[src/sarrd_pkg.sv]
// Shared constants of the converter start and serial readout logic.
// Assumes a 125 MHz system clock; all pins are sampled by that clock.
package sarrd_pkg;

    // ------------------------------------------------------------
    // Clock and conversion timing
    // ------------------------------------------------------------
    localparam int unsigned CLK_PERIOD_NS = 8;
    // Plain defaults; the true limits are not known to this block
    localparam int unsigned T_CONV_MIN_NS = 500;
    localparam int unsigned T_CONV_MAX_NS = 710;
    localparam int unsigned T_CONV_NS = 600;
    // Nominal time T_CONV_NS, rounded up to whole cycles
    localparam int unsigned CONV_CYCLES =
        (T_CONV_NS + CLK_PERIOD_NS - 1) / CLK_PERIOD_NS;
    localparam int unsigned CONV_CNT_W = 12;

    // ------------------------------------------------------------
    // Result word
    // ------------------------------------------------------------
    localparam int unsigned RES_W = 18;
    localparam int unsigned RAW_W = 20;
    localparam logic [17:0] CODE_POS_FS = 18'h1FFFF;
    localparam logic [17:0] CODE_NEG_FS = 18'h20000;
    localparam logic signed [19:0] RAW_POS_LIM = 20'sh1FFFF;
    localparam logic signed [19:0] RAW_NEG_LIM = -20'sh20000;

    // ------------------------------------------------------------
    // Readout framing
    // ------------------------------------------------------------
    localparam logic [4:0] FALLS_PLAIN = 5'h12;
    localparam logic [4:0] FALLS_BUSY = 5'h13;
    localparam logic [4:0] FALL_CNT_ONE = 5'h01;

    // ------------------------------------------------------------
    // Pin synchroniser
    // ------------------------------------------------------------
    localparam int unsigned PIN_CNT = 3;
    localparam int unsigned PIN_CNV = 0;
    localparam int unsigned PIN_SEL = 1;
    localparam int unsigned PIN_SCK = 2;

    typedef enum logic [1:0] {
        ST_ACQ,
        ST_CONV,
        ST_WAIT,
        ST_READ
    } sarrd_state_t;

endpackage

[src/sarrd_ctrl.sv]
// Conversion start, mode selection and serial result readout of an
// 18-bit successive-approximation converter.
// Assumes pins arrive asynchronously and are sampled by clk_i; the
// serial data pin is a value and an enable, resolved outside.
// Pin edges are seen about three clock cycles late, so host pin
// half periods of three cycles or more are assumed.
`timescale 1ns/1ns
module sarrd_ctrl #(
    parameter int unsigned CONV_CYCLES = sarrd_pkg::CONV_CYCLES
) (
    input wire logic clk_i,
    input wire logic rstn_i,
    input wire logic convert_start_i,
    input wire logic mode_select_in_i,
    input wire logic sclk_i,
    input wire logic signed [sarrd_pkg::RAW_W-1:0] raw_code_i,
    output logic serial_data_out_o,
    output logic serial_data_out_oe_o,
    output logic sample_o,
    output logic converting_o,
    output logic powered_down_o
);

    // ------------------------------------------------------------
    // Pin sampling
    // ------------------------------------------------------------
    logic [sarrd_pkg::PIN_CNT-1:0] pins_s;
    logic cnv_d;
    logic sel_d;
    logic sck_d;

    sarrd_sync u_sync (
        .clk_i(clk_i),
        .rstn_i(rstn_i),
        .pins_i({sclk_i, mode_select_in_i, convert_start_i}),
        .pins_o(pins_s)
    );

    wire convert_start = pins_s[sarrd_pkg::PIN_CNV];
    wire sel = pins_s[sarrd_pkg::PIN_SEL];
    wire sck = pins_s[sarrd_pkg::PIN_SCK];

    always_ff @(posedge clk_i or negedge rstn_i) begin
        if (!rstn_i) begin
            cnv_d <= 1'b0;
            sel_d <= 1'b0;
            sck_d <= 1'b0;
        end else begin
            cnv_d <= convert_start;
            sel_d <= sel;
            sck_d <= sck;
        end
    end

    // ------------------------------------------------------------
    // Edge decode
    // ------------------------------------------------------------
    wire cnv_rise = convert_start && !cnv_d;
    wire sck_fall = !sck && sck_d;
    // Device is addressed while either convert or select is low
    wire pick = !(convert_start && sel);
    wire pick_d = !(cnv_d && sel_d);
    wire pick_fall = pick && !pick_d;
    wire pick_rise = !pick && pick_d;
    wire both_low = !convert_start && !sel;

    // ------------------------------------------------------------
    // State
    // ------------------------------------------------------------
    sarrd_pkg::sarrd_state_t state;
    sarrd_pkg::sarrd_state_t next_state;
    logic cs_mode;
    logic next_cs_mode;
    logic chain_busy;
    logic next_chain_busy;
    logic busy_bit;
    logic next_busy_bit;
    logic [sarrd_pkg::RES_W-1:0] shreg;
    logic [sarrd_pkg::RES_W-1:0] next_shreg;
    logic [4:0] falls;
    logic [4:0] next_falls;
    logic serial_data_out;
    logic next_sdo;
    logic oe;
    logic next_oe;

    logic conv_busy;
    logic conv_done;
    logic [sarrd_pkg::RES_W-1:0] conv_code;

    // ------------------------------------------------------------
    // Start decode
    // ------------------------------------------------------------
    // A start is honoured outside conversion only; a new rise during
    // a conversion is ignored so the running one completes.
    wire start = cnv_rise && (state != sarrd_pkg::ST_CONV);
    // Select level before the edge, so tying it to convert reads low
    wire start_cs = sel_d;
    wire start_busy = sck_d;
    // Busy choice in selected mode is made when the result appears
    wire end_busy = !convert_start || !sel;
    wire [4:0] fall_limit =
        busy_bit ? sarrd_pkg::FALLS_BUSY : sarrd_pkg::FALLS_PLAIN;
    wire [4:0] falls_inc = falls + sarrd_pkg::FALL_CNT_ONE;
    wire last_fall = falls_inc == fall_limit;
    // In chain mode the select pin feeds the shift register
    wire [sarrd_pkg::RES_W-1:0] shifted =
        {shreg[sarrd_pkg::RES_W-2:0], cs_mode ? 1'b0 : sel};

    // ------------------------------------------------------------
    // Conversion-end and frame decisions
    // ------------------------------------------------------------
    // Selected mode with convert or select low at the end: busy bit
    wire end_sel_busy = cs_mode && end_busy;
    // Selected mode otherwise waits to be addressed
    wire end_sel_wait = cs_mode && !end_busy;
    // First chain bit is the busy bit or the result MSB
    wire chain_first = chain_busy ? 1'b1 : conv_code[sarrd_pkg::RES_W-1];
    // Without busy the MSB is already on the pin, so load it shifted
    wire [sarrd_pkg::RES_W-1:0] chain_load = chain_busy ? conv_code :
        {conv_code[sarrd_pkg::RES_W-2:0], 1'b0};
    // Convert or select rising ends a selected-mode frame
    wire sel_frame_end = cs_mode && pick_rise;
    // A chain frame ends once convert is low
    wire chain_frame_end = !cs_mode && !convert_start;
    // Both pins low in a selected frame: drive low and stop
    wire sel_both_low = cs_mode && both_low;
    // Last counted falling edge ends a selected-mode frame
    wire sel_last_fall = cs_mode && last_fall;

    sarrd_conv_timer #(
        .CONV_CYCLES(CONV_CYCLES)
    ) u_timer (
        .clk_i(clk_i),
        .rstn_i(rstn_i),
        .start_i(start),
        .raw_i(raw_code_i),
        .busy_o(conv_busy),
        .done_o(conv_done),
        .code_o(conv_code)
    );

    // ------------------------------------------------------------
    // Next-state logic
    // ------------------------------------------------------------
    always_comb begin
        next_state = state;
        next_cs_mode = cs_mode;
        next_chain_busy = chain_busy;
        next_busy_bit = busy_bit;
        next_shreg = shreg;
        next_falls = falls;
        next_sdo = serial_data_out;
        next_oe = oe;
        if (start) begin
            next_state = sarrd_pkg::ST_CONV;
            next_cs_mode = start_cs;
            next_chain_busy = start_busy;
            next_busy_bit = 1'b0;
            next_oe = 1'b0;
            next_sdo = 1'b0;
        end else begin
            unique case (state)
                sarrd_pkg::ST_ACQ: begin
                    // Idle: drive low when both pins are low
                    next_oe = both_low;
                    next_sdo = 1'b0;
                end
                sarrd_pkg::ST_CONV: begin
                    // Output stays floating whatever convert does
                    next_oe = 1'b0;
                    if (conv_done) begin
                        next_shreg = conv_code;
                        next_falls = '0;
                        if (end_sel_busy) begin
                            next_busy_bit = 1'b1;
                            next_oe = 1'b1;
                            next_sdo = 1'b0;
                            next_state = sarrd_pkg::ST_READ;
                        end else if (end_sel_wait) begin
                            // Wait for the host to address us
                            next_state = sarrd_pkg::ST_WAIT;
                        end else begin
                            next_busy_bit = chain_busy;
                            next_oe = 1'b1;
                            next_sdo = chain_first;
                            next_shreg = chain_load;
                            next_state = sarrd_pkg::ST_READ;
                        end
                    end
                end
                sarrd_pkg::ST_WAIT: begin
                    next_oe = both_low;
                    next_sdo = 1'b0;
                    if (pick_fall) begin
                        // MSB appears as soon as the device is picked
                        next_sdo = shreg[sarrd_pkg::RES_W-1];
                        next_shreg = shifted;
                        next_oe = 1'b1;
                        next_state = sarrd_pkg::ST_READ;
                    end
                end
                sarrd_pkg::ST_READ: begin
                    if (sel_frame_end) begin
                        // Convert or select rising ends the frame
                        next_oe = 1'b0;
                        next_state = sarrd_pkg::ST_ACQ;
                    end else if (sel_both_low) begin
                        next_oe = 1'b1;
                        next_sdo = 1'b0;
                        next_state = sarrd_pkg::ST_ACQ;
                    end else if (chain_frame_end) begin
                        // Chain frame ends with convert low
                        next_oe = both_low;
                        next_sdo = 1'b0;
                        next_state = sarrd_pkg::ST_ACQ;
                    end else if (sck_fall) begin
                        next_falls = falls_inc;
                        if (sel_last_fall) begin
                            next_oe = 1'b0;
                            next_state = sarrd_pkg::ST_ACQ;
                        end else begin
                            // Bit changes only on a falling edge, so it
                            // holds across the following rising edge
                            next_sdo = shreg[sarrd_pkg::RES_W-1];
                            next_shreg = shifted;
                        end
                    end
                end
            endcase
        end
    end

    // ------------------------------------------------------------
    // Registers, one short process each
    // ------------------------------------------------------------
    always_ff @(posedge clk_i or negedge rstn_i) begin
        if (!rstn_i) begin
            state <= sarrd_pkg::ST_ACQ;
        end else begin
            state <= next_state;
        end
    end

    // Reset picks the selected mode, the usual single-device use
    always_ff @(posedge clk_i or negedge rstn_i) begin
        if (!rstn_i) begin
            cs_mode <= 1'b1;
        end else begin
            cs_mode <= next_cs_mode;
        end
    end

    // Chain busy choice, fixed at the start of a conversion
    always_ff @(posedge clk_i or negedge rstn_i) begin
        if (!rstn_i) begin
            chain_busy <= 1'b0;
        end else begin
            chain_busy <= next_chain_busy;
        end
    end

    // Busy start bit of the current frame
    always_ff @(posedge clk_i or negedge rstn_i) begin
        if (!rstn_i) begin
            busy_bit <= 1'b0;
        end else begin
            busy_bit <= next_busy_bit;
        end
    end

    // Result shift register
    always_ff @(posedge clk_i or negedge rstn_i) begin
        if (!rstn_i) begin
            shreg <= '0;
        end else begin
            shreg <= next_shreg;
        end
    end

    // Falling edges counted in the current frame
    always_ff @(posedge clk_i or negedge rstn_i) begin
        if (!rstn_i) begin
            falls <= '0;
        end else begin
            falls <= next_falls;
        end
    end

    // Pin value changes only on a decoded pin edge or at the conversion end, never mid-bit
    always_ff @(posedge clk_i or negedge rstn_i) begin
        if (!rstn_i) begin
            serial_data_out <= 1'b0;
        end else begin
            serial_data_out <= next_sdo;
        end
    end

    // Pin enable; low lets the line float
    always_ff @(posedge clk_i or negedge rstn_i) begin
        if (!rstn_i) begin
            oe <= 1'b0;
        end else begin
            oe <= next_oe;
        end
    end

    // Start pulse, one cycle after the start is taken
    always_ff @(posedge clk_i or negedge rstn_i) begin
        if (!rstn_i) begin
            sample_o <= 1'b0;
        end else begin
            sample_o <= start;
        end
    end

    // ------------------------------------------------------------
    // Outputs
    // ------------------------------------------------------------
    assign serial_data_out_o = serial_data_out;
    assign serial_data_out_oe_o = oe;
    assign converting_o = conv_busy;
    // Core sleeps whenever no conversion runs
    assign powered_down_o = !conv_busy;

endmodule

[src/sarrd_sync.sv]
// Two-flop synchronisers for the asynchronous host pins.
// Assumes the pins come from a domain unrelated to clk_i.
`timescale 1ns/1ns
module sarrd_sync (
    input wire logic clk_i,
    input wire logic rstn_i,
    input wire logic [sarrd_pkg::PIN_CNT-1:0] pins_i,
    output logic [sarrd_pkg::PIN_CNT-1:0] pins_o
);
    logic [sarrd_pkg::PIN_CNT-1:0] meta;

    // ------------------------------------------------------------
    // One chain per pin
    // ------------------------------------------------------------
    for (genvar i = 0; i < sarrd_pkg::PIN_CNT; i++) begin : g_pin
        always_ff @(posedge clk_i or negedge rstn_i) begin
            if (!rstn_i) begin
                meta[i] <= 1'b0;
                pins_o[i] <= 1'b0;
            end else begin
                meta[i] <= pins_i[i];
                pins_o[i] <= meta[i];
            end
        end
    end
endmodule

[src/sarrd_conv_timer.sv]
// Conversion timer: times one conversion from the system clock
// and captures the clamped result when it ends.
// Assumes start_i is a one-cycle pulse from the readout control.
`timescale 1ns/1ns
module sarrd_conv_timer #(
    parameter int unsigned CONV_CYCLES = sarrd_pkg::CONV_CYCLES
) (
    input wire logic clk_i,
    input wire logic rstn_i,
    input wire logic start_i,
    input wire logic signed [sarrd_pkg::RAW_W-1:0] raw_i,
    output logic busy_o,
    output logic done_o,
    output logic [sarrd_pkg::RES_W-1:0] code_o
);
    localparam logic [sarrd_pkg::CONV_CNT_W-1:0] LAST =
        sarrd_pkg::CONV_CNT_W'(CONV_CYCLES - 1);

    logic [sarrd_pkg::CONV_CNT_W-1:0] cnt;
    wire at_end = busy_o && (cnt == LAST);
    wire over = raw_i > sarrd_pkg::RAW_POS_LIM;
    wire under = raw_i < sarrd_pkg::RAW_NEG_LIM;
    wire [sarrd_pkg::RES_W-1:0] clamped =
        over ? sarrd_pkg::CODE_POS_FS :
        under ? sarrd_pkg::CODE_NEG_FS :
        raw_i[sarrd_pkg::RES_W-1:0];

    // ------------------------------------------------------------
    // Own clock times the conversion; serial clock not needed
    // ------------------------------------------------------------
    always_ff @(posedge clk_i or negedge rstn_i) begin
        if (!rstn_i) begin
            busy_o <= 1'b0;
            cnt <= '0;
            done_o <= 1'b0;
            code_o <= '0;
        end else begin
            done_o <= at_end;
            if (start_i && !busy_o) begin
                busy_o <= 1'b1;
                cnt <= '0;
            end else if (at_end) begin
                busy_o <= 1'b0;
                code_o <= clamped;
            end else if (busy_o) begin
                cnt <= cnt + 1'b1;
            end
        end
    end
endmodule

[config.mk]
export PLATFORM = sky130hd
export DESIGN_NAME = sarrd_ctrl
export DESIGN_NICKNAME = d
export VERILOG_FILES = /design/src/sarrd_pkg.sv /design/src/sarrd_ctrl.sv /design/src/sarrd_sync.sv /design/src/sarrd_conv_timer.sv
export SDC_FILE = /design/constraint.sdc
export NUM_CORES = 1
export LEC_CHECK = 0
export ABC_AREA = 1
export BUFFER_PORTS_ARGS = -buffer_cell sky130_fd_sc_hd__buf_2
export CAP_MARGIN = 15
export CORE_MARGIN = 3
export CORE_UTILIZATION = 65
export DETAILED_ROUTE_END_ITERATION = 6
export PLACE_DENSITY = 0.95
export REMOVE_ABC_BUFFERS = 1
export SYNTH_ARGS = -nofsm -noshare
export SYNTH_HDL_FRONTEND = slang
export SYNTH_SLANG_ARGS = --single-unit
[constraint.sdc]
create_clock -name clk_i -period 5.6 [get_ports clk_i]
set_input_delay 0.56 -clock clk_i [delete_from_list [all_inputs] [get_ports clk_i]]
set_output_delay 0.56 -clock clk_i [all_outputs]
set_load 0.01 [all_outputs]
==> flow_summary_export.csv, run 1 <==
group,metric,value,unit
status,status,"completed",
clocking,cts_buffer_depth,2,
floorplanning,core,5710,um^2
place,numPortBuffers,29,
clocking,htree_levels,3,
sta,slew_headroom,35.9,%
worst_setup_path,crit_fanout,19,
global_routing,grt_overflow_total,0,
place,placed_area,4120,um^2
power,power,2100,uW
global_routing,grt_pass1_wl,15400,um
finish,drive_gt1_share,13.4,%
worst_setup_path,crit_path_start_kind,"flop",
synthesis,ys_ff_latch,72,
worst_setup_path,cp_common_cell,"nand2_1",
detailed_routing,drtAntennaViolNets,0,
worst_setup_path,crit_chain,"ha_1, nor2_4, clkinv_1, o21ai_0, nand2_1, nand2_1, nand2_1",
sta,maxSlewViolCount,0,
global_routing,grt_pass1_vias,3430,
finish,layout_commonest_cell,"nand2_1",
min_path,holdCritPathClass,"input pin to flop",
detailed_routing,wl_per_cell,14.6,um
synthesis,ys_types,35,
detailed_routing,drt-initial-drc-count,422,
clocking,cts_resized,0,
worst_setup_path,cp.required,5.87,ns
synthesis,mappedNetlistArea,3980,um^2
worst_setup_path,worstSetupEndpointType,"flop",
floorplanning,start_util,69.8,%
global_routing,grt_usage,26.5,%
detailed_routing,wirelength,8950,um
synthesis,synth.avg_cell_area,7.81,um^2
synthesis,syn_inst,510,
synthesis,synth_seq_area_share,45.3,%
floorplanning,die_w,84.3,um
sta,final-setup-viol-count,0,
power,peakVddDrop,0.374,mV
floorplanning,die_h,84.3,um
detailed_routing,via_per_inst,5.87,
place,dp_slack,3.24,ns
place,hpwl,5970,um
clocking,holdBufCountCts,0,
floorplanning,rows,27,
detailed_routing,vias,3585,
worst_setup_path,crit_arrival,2.67,ns
clocking,postCtsSetupRepairBufs,0,
power,power.density,486,nW/um^2
finish,stdcell_area,4320,um^2
clocking,numClockSinks,72,
clocking,cts_tree,"built",
worst_setup_path,crit_type,"flop to flop",
global_routing,antenna_found_initial,0,
detailed_routing,route.detailed.drc,0,
worst_setup_path,slowest_delay,0.52,ns
place,place_congestion,0.920,
finish,area_delta_synth_final,8.35,%
clocking,root_buffer,"clkbuf_8",
sta,fin_ws,3.20,ns
worst_setup_path,critPathSlowestCell,"clkinv_1",
clocking,cts.clk_slew.worst_paths,0.09,ns
finish,antenna_cells,0,
sta,finalSetupTns,0,ns
run,drv_cap,0,
global_routing,grt_max_degree,73,
sta,worst_pin_slew,0.961,ns
sta,fmax,0.417,GHz
sta,finalHoldViolCount,0,
floorplanning,boundaryPins,30,
finish,finalNetCount,568,
sta,finalCriticalPeriod,2.40,ns
clocking,numCtsBuffers,9,
sta,skew,0.0148,ns
sta,hold_ws,0.301,ns
worst_setup_path,reg2reg_setup_slack,3.20,ns
detailed_routing,first_pass_iters,5,
floorplanning,die-area,7100,um^2
sta,rsz0062_at_grt,"false",
power,power.leakage,0.00207,uW
finish,mostFrequentLayoutCells,"149 x nand2_1, 83 x o21ai_0, 71 x dfrtp_1, 39 x inv_1, 33 x nor2_1",
sta,period_share,42.9,%
clocking,clock_latency,0.37,ns
synthesis,yosys_warnings,0,
## logic make-up (layout without fill, tap and decap cells)
family	Yosys count	after routing	synth area share (%)
adders and majority gates	9	9	2.83
xor gates and xnor gates	7	7	1.73
AOI/OAI and AO/OA	98	98	12.8
buffers and inverters	60	89	6.72
and+or+nand+nor	264	264	30.7
DFF	72	72	45.3
## per-layer routing
metal | part of all wire [%] | GRT usage (%) | vias up
met1 | 43 | 35.5 | 1657
met4 | 2.2 | 10.5 | 0
li1 | - | - | 1735
met2 | 48 | 42.2 | 169
met5 | 0 | 0 | -
met3 | 7.6 | 5.89 | 24
## area by class of cell
type,instances,area (um^2)
sequential,72,1800
inverter,43,161
tap,72,90.1
timing repair buffer,30,153
clock inverter,6,68.8
fill,417,1390
clock buffer,10,128
multi-input combinational,378,1910
## where the power goes
group	total, uW	switching [uW]	leakage, uW	internal [uW]
clock network	417	210	0.0000851	207
logic	888	592	0.00116	296
registers	794	138	0.000829	656
total	2100	939	0.00207	1160
## critical path: cells and delay by family, from the launching register on
kind | cells | cell delay [ns]
fa+ha+maj | 1 | 0.42
simple gates | 4 | 0.59
compound gates | 1 | 0.32
buf+inv | 1 | 0.52
flops | 1 | 0.47
## worst paths after layout
| check | from | end | depth (start not counted) |
|---|---|---|---|
| worst max-delay path | state[0]$_DFFE_PN0P_ | serial_data_out_oe_o$_DFFE_PN0P_ | 7 |
| worst min-delay path | mode_select_in_i | u_sync.meta[1]$_DFF_PN0_ | 1 |
| worst max register to register | state[0]$_DFFE_PN0P_ | serial_data_out_oe_o$_DFFE_PN0P_ | 7 |
| worst min register to register | u_sync.meta[2]$_DFF_PN0_ | u_sync.pins_o[2]$_DFF_PN0_ | 0 |
| max in group asynchronous | rstn_i | falls[4]$_DFFE_PN0P_ | 2 |
| min in group asynchronous | rstn_i | busy_bit$_DFFE_PN0P_ | 2 |
## registers in the layout, indices dropped and copies added, names as in the netlist, 2 cells and up
signal,count
falls,5
shreg,18
state,2
u_sync.meta,3
u_sync.pins_o,3
u_timer.cnt,12
u_timer.code_o,18
## synth_stat cells (all sizes together)
| cell | n | share of area, % |
|---|---|---|
| ha | 9 | 2.8 |
| xnor2 | 1 | 0.22 |
| dfstp | 1 | 0.66 |
| xor2 | 6 | 1.5 |
| a21oi | 4 | 0.79 |
| clkinv | 2 | 0.19 |
| nand3 | 30 | 4.3 |
| nand4 | 28 | 4.8 |
| o21ai | 91 | 11 |
| or2 | 1 | 0.16 |
| buf | 12 | 2.2 |
| nor2 | 39 | 4.7 |
| a221oi | 1 | 0.22 |
| inv | 41 | 3.9 |
| nor3 | 5 | 0.75 |
| o211ai | 2 | 0.38 |
| clkbuf | 5 | 0.47 |
| nor3b | 1 | 0.19 |
| dfrtp | 71 | 45 |
| and2 | 1 | 0.16 |
| nand2 | 159 | 16 |
## per-stage QoR
step | util, % | instances
2_1_floorplan | - | 493
3_3_place_gp | 72.2 | 595
3_5_place_dp | 72.2 | 595
4_1_cts | 75.6 | 611
5_1_grt | 75.6 | 611
6_report | 75.6 | 611
Note: power is estimated with default switching activity, not from simulation.
==> run 2: changes to the inputs <==
--- a/config.mk
+++ b/config.mk
@@ -5,13 +5,13 @@
 export SDC_FILE = /design/constraint.sdc
 export NUM_CORES = 1
 export LEC_CHECK = 0
-export ABC_AREA = 1
+export ABC_AREA = 0
 export BUFFER_PORTS_ARGS = -buffer_cell sky130_fd_sc_hd__buf_2
 export CAP_MARGIN = 15
 export CORE_MARGIN = 3
-export CORE_UTILIZATION = 65
+export CORE_UTILIZATION = 54
 export DETAILED_ROUTE_END_ITERATION = 6
-export PLACE_DENSITY = 0.95
+export PLACE_DENSITY = 0.87
 export REMOVE_ABC_BUFFERS = 1
 export SYNTH_ARGS = -nofsm -noshare
 export SYNTH_HDL_FRONTEND = slang
==> constraint.sdc (replaced) <==
create_clock -name clk_i -period 2.1 [get_ports clk_i]
set_input_delay 0.21 -clock clk_i [delete_from_list [all_inputs] [get_ports clk_i]]
set_output_delay 0.21 -clock clk_i [all_outputs]
set_load 0.01 [all_outputs]
==> flow_summary_export.csv, run 2 <==
group,metric,value,unit
status,status,"complete, but fails checks",
status,violations,"negative setup slack",
finish,finalNetCount,468,
synthesis,ys_types,53,
worst_setup_path,cp.required,2.33,ns
floorplanning,die_h,89.0,um
sta,rsz0062_at_grt,"true",
worst_setup_path,crit_type,"flop to flop",
clocking,numClockSinks,72,
sta,slew_headroom,47.4,%
synthesis,syn_inst,372,
worst_setup_path,worstSetupEndpointType,"flop",
synthesis,synthTopCellsByCount,"72 x nand2_1, 71 x dfrtp_1, 45 x o21ai_0",
global_routing,grt_max_degree,73,
global_routing,grt_pass1_wl,13600,um
detailed_routing,route.detailed.drc,0,
floorplanning,boundaryPins,30,
detailed_routing,drt-initial-drc-count,275,
synthesis,synth.avg_cell_area,9.99,um^2
global_routing,grt_pass1_vias,2897,
sta,worst_pin_slew,0.786,ns
sta,period_share,101,%
clocking,clock_latency,0.35,ns
clocking,htree_levels,3,
power,swShare,38.6,%
clocking,numCtsBuffers,9,
synthesis,synth_top_area_share,47.8,%
floorplanning,start_util,57.2,%
clocking,cts.clk_slew.worst_paths,0.08,ns
finish,utilization,72.3,%
place,placed_area,4090,um^2
place,numPortBuffers,29,
sta,skew,0.00960,ns
sta,fmax,0.473,GHz
finish,stdcell_area,4690,um^2
finish,area_delta_synth_final,26.3,%
synthesis,synth_seq_area_share,48.5,%
clocking,cts_buffer_depth,2,
power,peakVddDrop,0.879,mV
synthesis,synthArstFlopShare,100,%
synthesis,synthTopCellsByArea,"dfrtp_1 48%, nand2_1 7.3%, mux2_1 6.4%",
worst_setup_path,crit_fanout,6,
finish,antenna_cells,0,
finish,ff_latch_area,1800,um^2
power,power_frac_comb,52.1,%
global_routing,grt_overflow_total,0,
finish,layout_commonest_cell,"nand2_1",
place,place_congestion,0.874,
floorplanning,die_w,89.0,um
power,power.leakage,0.00219,uW
synthesis,ys_ff_latch,72,
synthesis,yosys_warnings,0,
worst_setup_path,crit_path_start_kind,"flop",
run,drv_cap,0,
power,p_seq_share,33.2,%
finish,multiInputGateArea,2000,um^2
detailed_routing,vias,3026,
finish,nFillCells,401,
synthesis,synth_most_common_cell,"nand2_1",
detailed_routing,wl_per_cell,17.5,um
min_path,holdCritPathClass,"input pin to flop",
detailed_routing,drtAntennaViolNets,0,
sta,maxSlewViolCount,0,
power,switchingPower,2650,uW
worst_setup_path,crit_arrival,2.35,ns
synthesis,synth_top_area_cell,"dfrtp_1",
synthesis,synth-edff-count,0,
global_routing,antenna_found_initial,0,
finish,largestRegisters,"shreg: 18 flops, u_timer.code_o: 18 flops, u_timer.cnt: 12 flops",
finish,drive_gt1_share,28.9,%
global_routing,top_usage_layer,"met2",
detailed_routing,via_per_inst,5.86,
floorplanning,die-area,7920,um^2
synthesis,mappedNetlistArea,3720,um^2
synthesis,ys.flop_type,"dfrtp_1",
sta,finalHoldViolCount,0,
sta,fin_ws,-0.0139,ns
power,clockPowerShare,14.8,%
sta,hold_ws,0.136,ns
finish,mostFrequentLayoutCells,"71 x nand2_1, 70 x dfrtp_1, 45 x o21ai_0, 29 x buf_2, 22 x buf_4",
clocking,root_buffer,"clkbuf_8",
power,p_int,4210,uW
global_routing,use_met2,36.4,%
place,hpwl,5290,um
floorplanning,rows,29,
global_routing,grt_usage,22.4,%
global_routing,use_met1,28.7,%
detailed_routing,wirelength,9010,um
sta,finalCriticalPeriod,2.11,ns
global_routing,grt_util_met3,4.42,%
sta,final-setup-viol-count,2,
power,power.density,1460,nW/um^2
floorplanning,core,6490,um^2
detailed_routing,first_pass_iters,6,
clocking,cts_tree,"built",
[run 2: cell types whose count changed in the layout (fill, tap and decap cells not counted), moves of 5 or more]
cell	before	now
mux2i_1	0	21
nand2_2	10	0
nand2_1	149	71
nand3_1	27	6
ha_1	9	4
buf_4	1	22
o21ai_1	8	18
nand4_1	27	5
inv_1	39	8
o21ai_0	83	45
mux2_4	0	20
nor2_1	33	9
buf_12	0	5
[run 2: kinds of logic (layout without fill, tap and decap cells)]
group / count (synthesis) / after routing / share of synthesized area, %
xor+xnor: 11 / 11 / 2.59
simple gates: 120 / 120 / 15.8
mux: 43 / 43 / 12.3
flops: 72 / 72 / 48.5
fa+ha+maj: 9 / 9 / 3.03
compound gates: 92 / 92 / 14.4
buf+inv: 25 / 92 / 3.37
[run 2: power groups by stage]
stage               Sequential, uW  Clock [uW]  Combinational (uW)
detailed placement            2250           0                2600
finish                        2270        1010                3570
global route                  2330        1090                3890
CTS                           2240        1030                2880
floorplan                     2190           0                1750
global placement              2210           0                2470
[run 2: per-stage QoR]
step           setup slack (ns)  power [uW]  instances  TNS, ns
3_3_place_gp             0.0224        4680        485        0
6_report                -0.0139        6860        516  -0.0159
5_1_grt                 -0.0649        7310        516   -0.878
4_1_cts                 0.00353        6150        507        0
3_5_place_dp            -0.0495        4850        485   -0.432
2_1_floorplan             -1.54        3930        357   -30.44
[run 2: worst max-delay path, stage by stage, from the launching register on]
cell       delay [ns]
dfrtp_2          0.47
ha_4             0.19
or3b_4           0.43
inv_4            0.09
nor2_4           0.04
o21ai_2          0.08
nor4bb_4         0.08
buf_4            0.16
clkbuf_16        0.16
mux2_4           0.31
[run 2: path summary, 6_finish.rpt]
kind                                          start                             end  slack [ns]  cells past startpoint
max in group asynchronous                    rstn_i             cs_mode$_DFFE_PN1P_        1.36                      3
hold / removal                       raw_code_i[19]  u_timer.code_o[17]$_DFFE_PN0P_        0.14                      2
setup reg to reg               state[0]$_DFFE_PN0P_            shreg[7]$_DFFE_PN0P_       -0.01                      9
setup / recovery               state[0]$_DFFE_PN0P_            shreg[7]$_DFFE_PN0P_       -0.01                      9
min in group asynchronous                    rstn_i     u_timer.cnt[10]$_DFFE_PN0P_        0.42                      3
hold reg to reg            u_sync.meta[1]$_DFF_PN0_      u_sync.pins_o[1]$_DFF_PN0_        0.36                      0
[run 2: timing repair]
item                                    in CTS  in global routing
buffers inserted                             1                  5
endpoints found under the hold margin       74                  0
pin swaps                                    0                  6
cloned                                       1                  4
hold buffers                                 4                  0
gates resized for setup                     19                 32
endpoints found under the setup margin      29                 39
[run 2: area by class of cell]
type	count	area share, %
sequential	72	38.4
clock buffer	10	2.72
multi-input combinational	275	42.7
tap	77	2.05
clock inverter	6	1.07
inverter	10	0.853
timing repair buffer	66	12.2
[run 2: layer usage]
metal  share of wire (%)  vias to the layer above
li1                    -                     1438
met1                  43                     1464
met2                  51                      103
met3                 4.6                       21
met4                 2.1                        0
met5                   0                        -
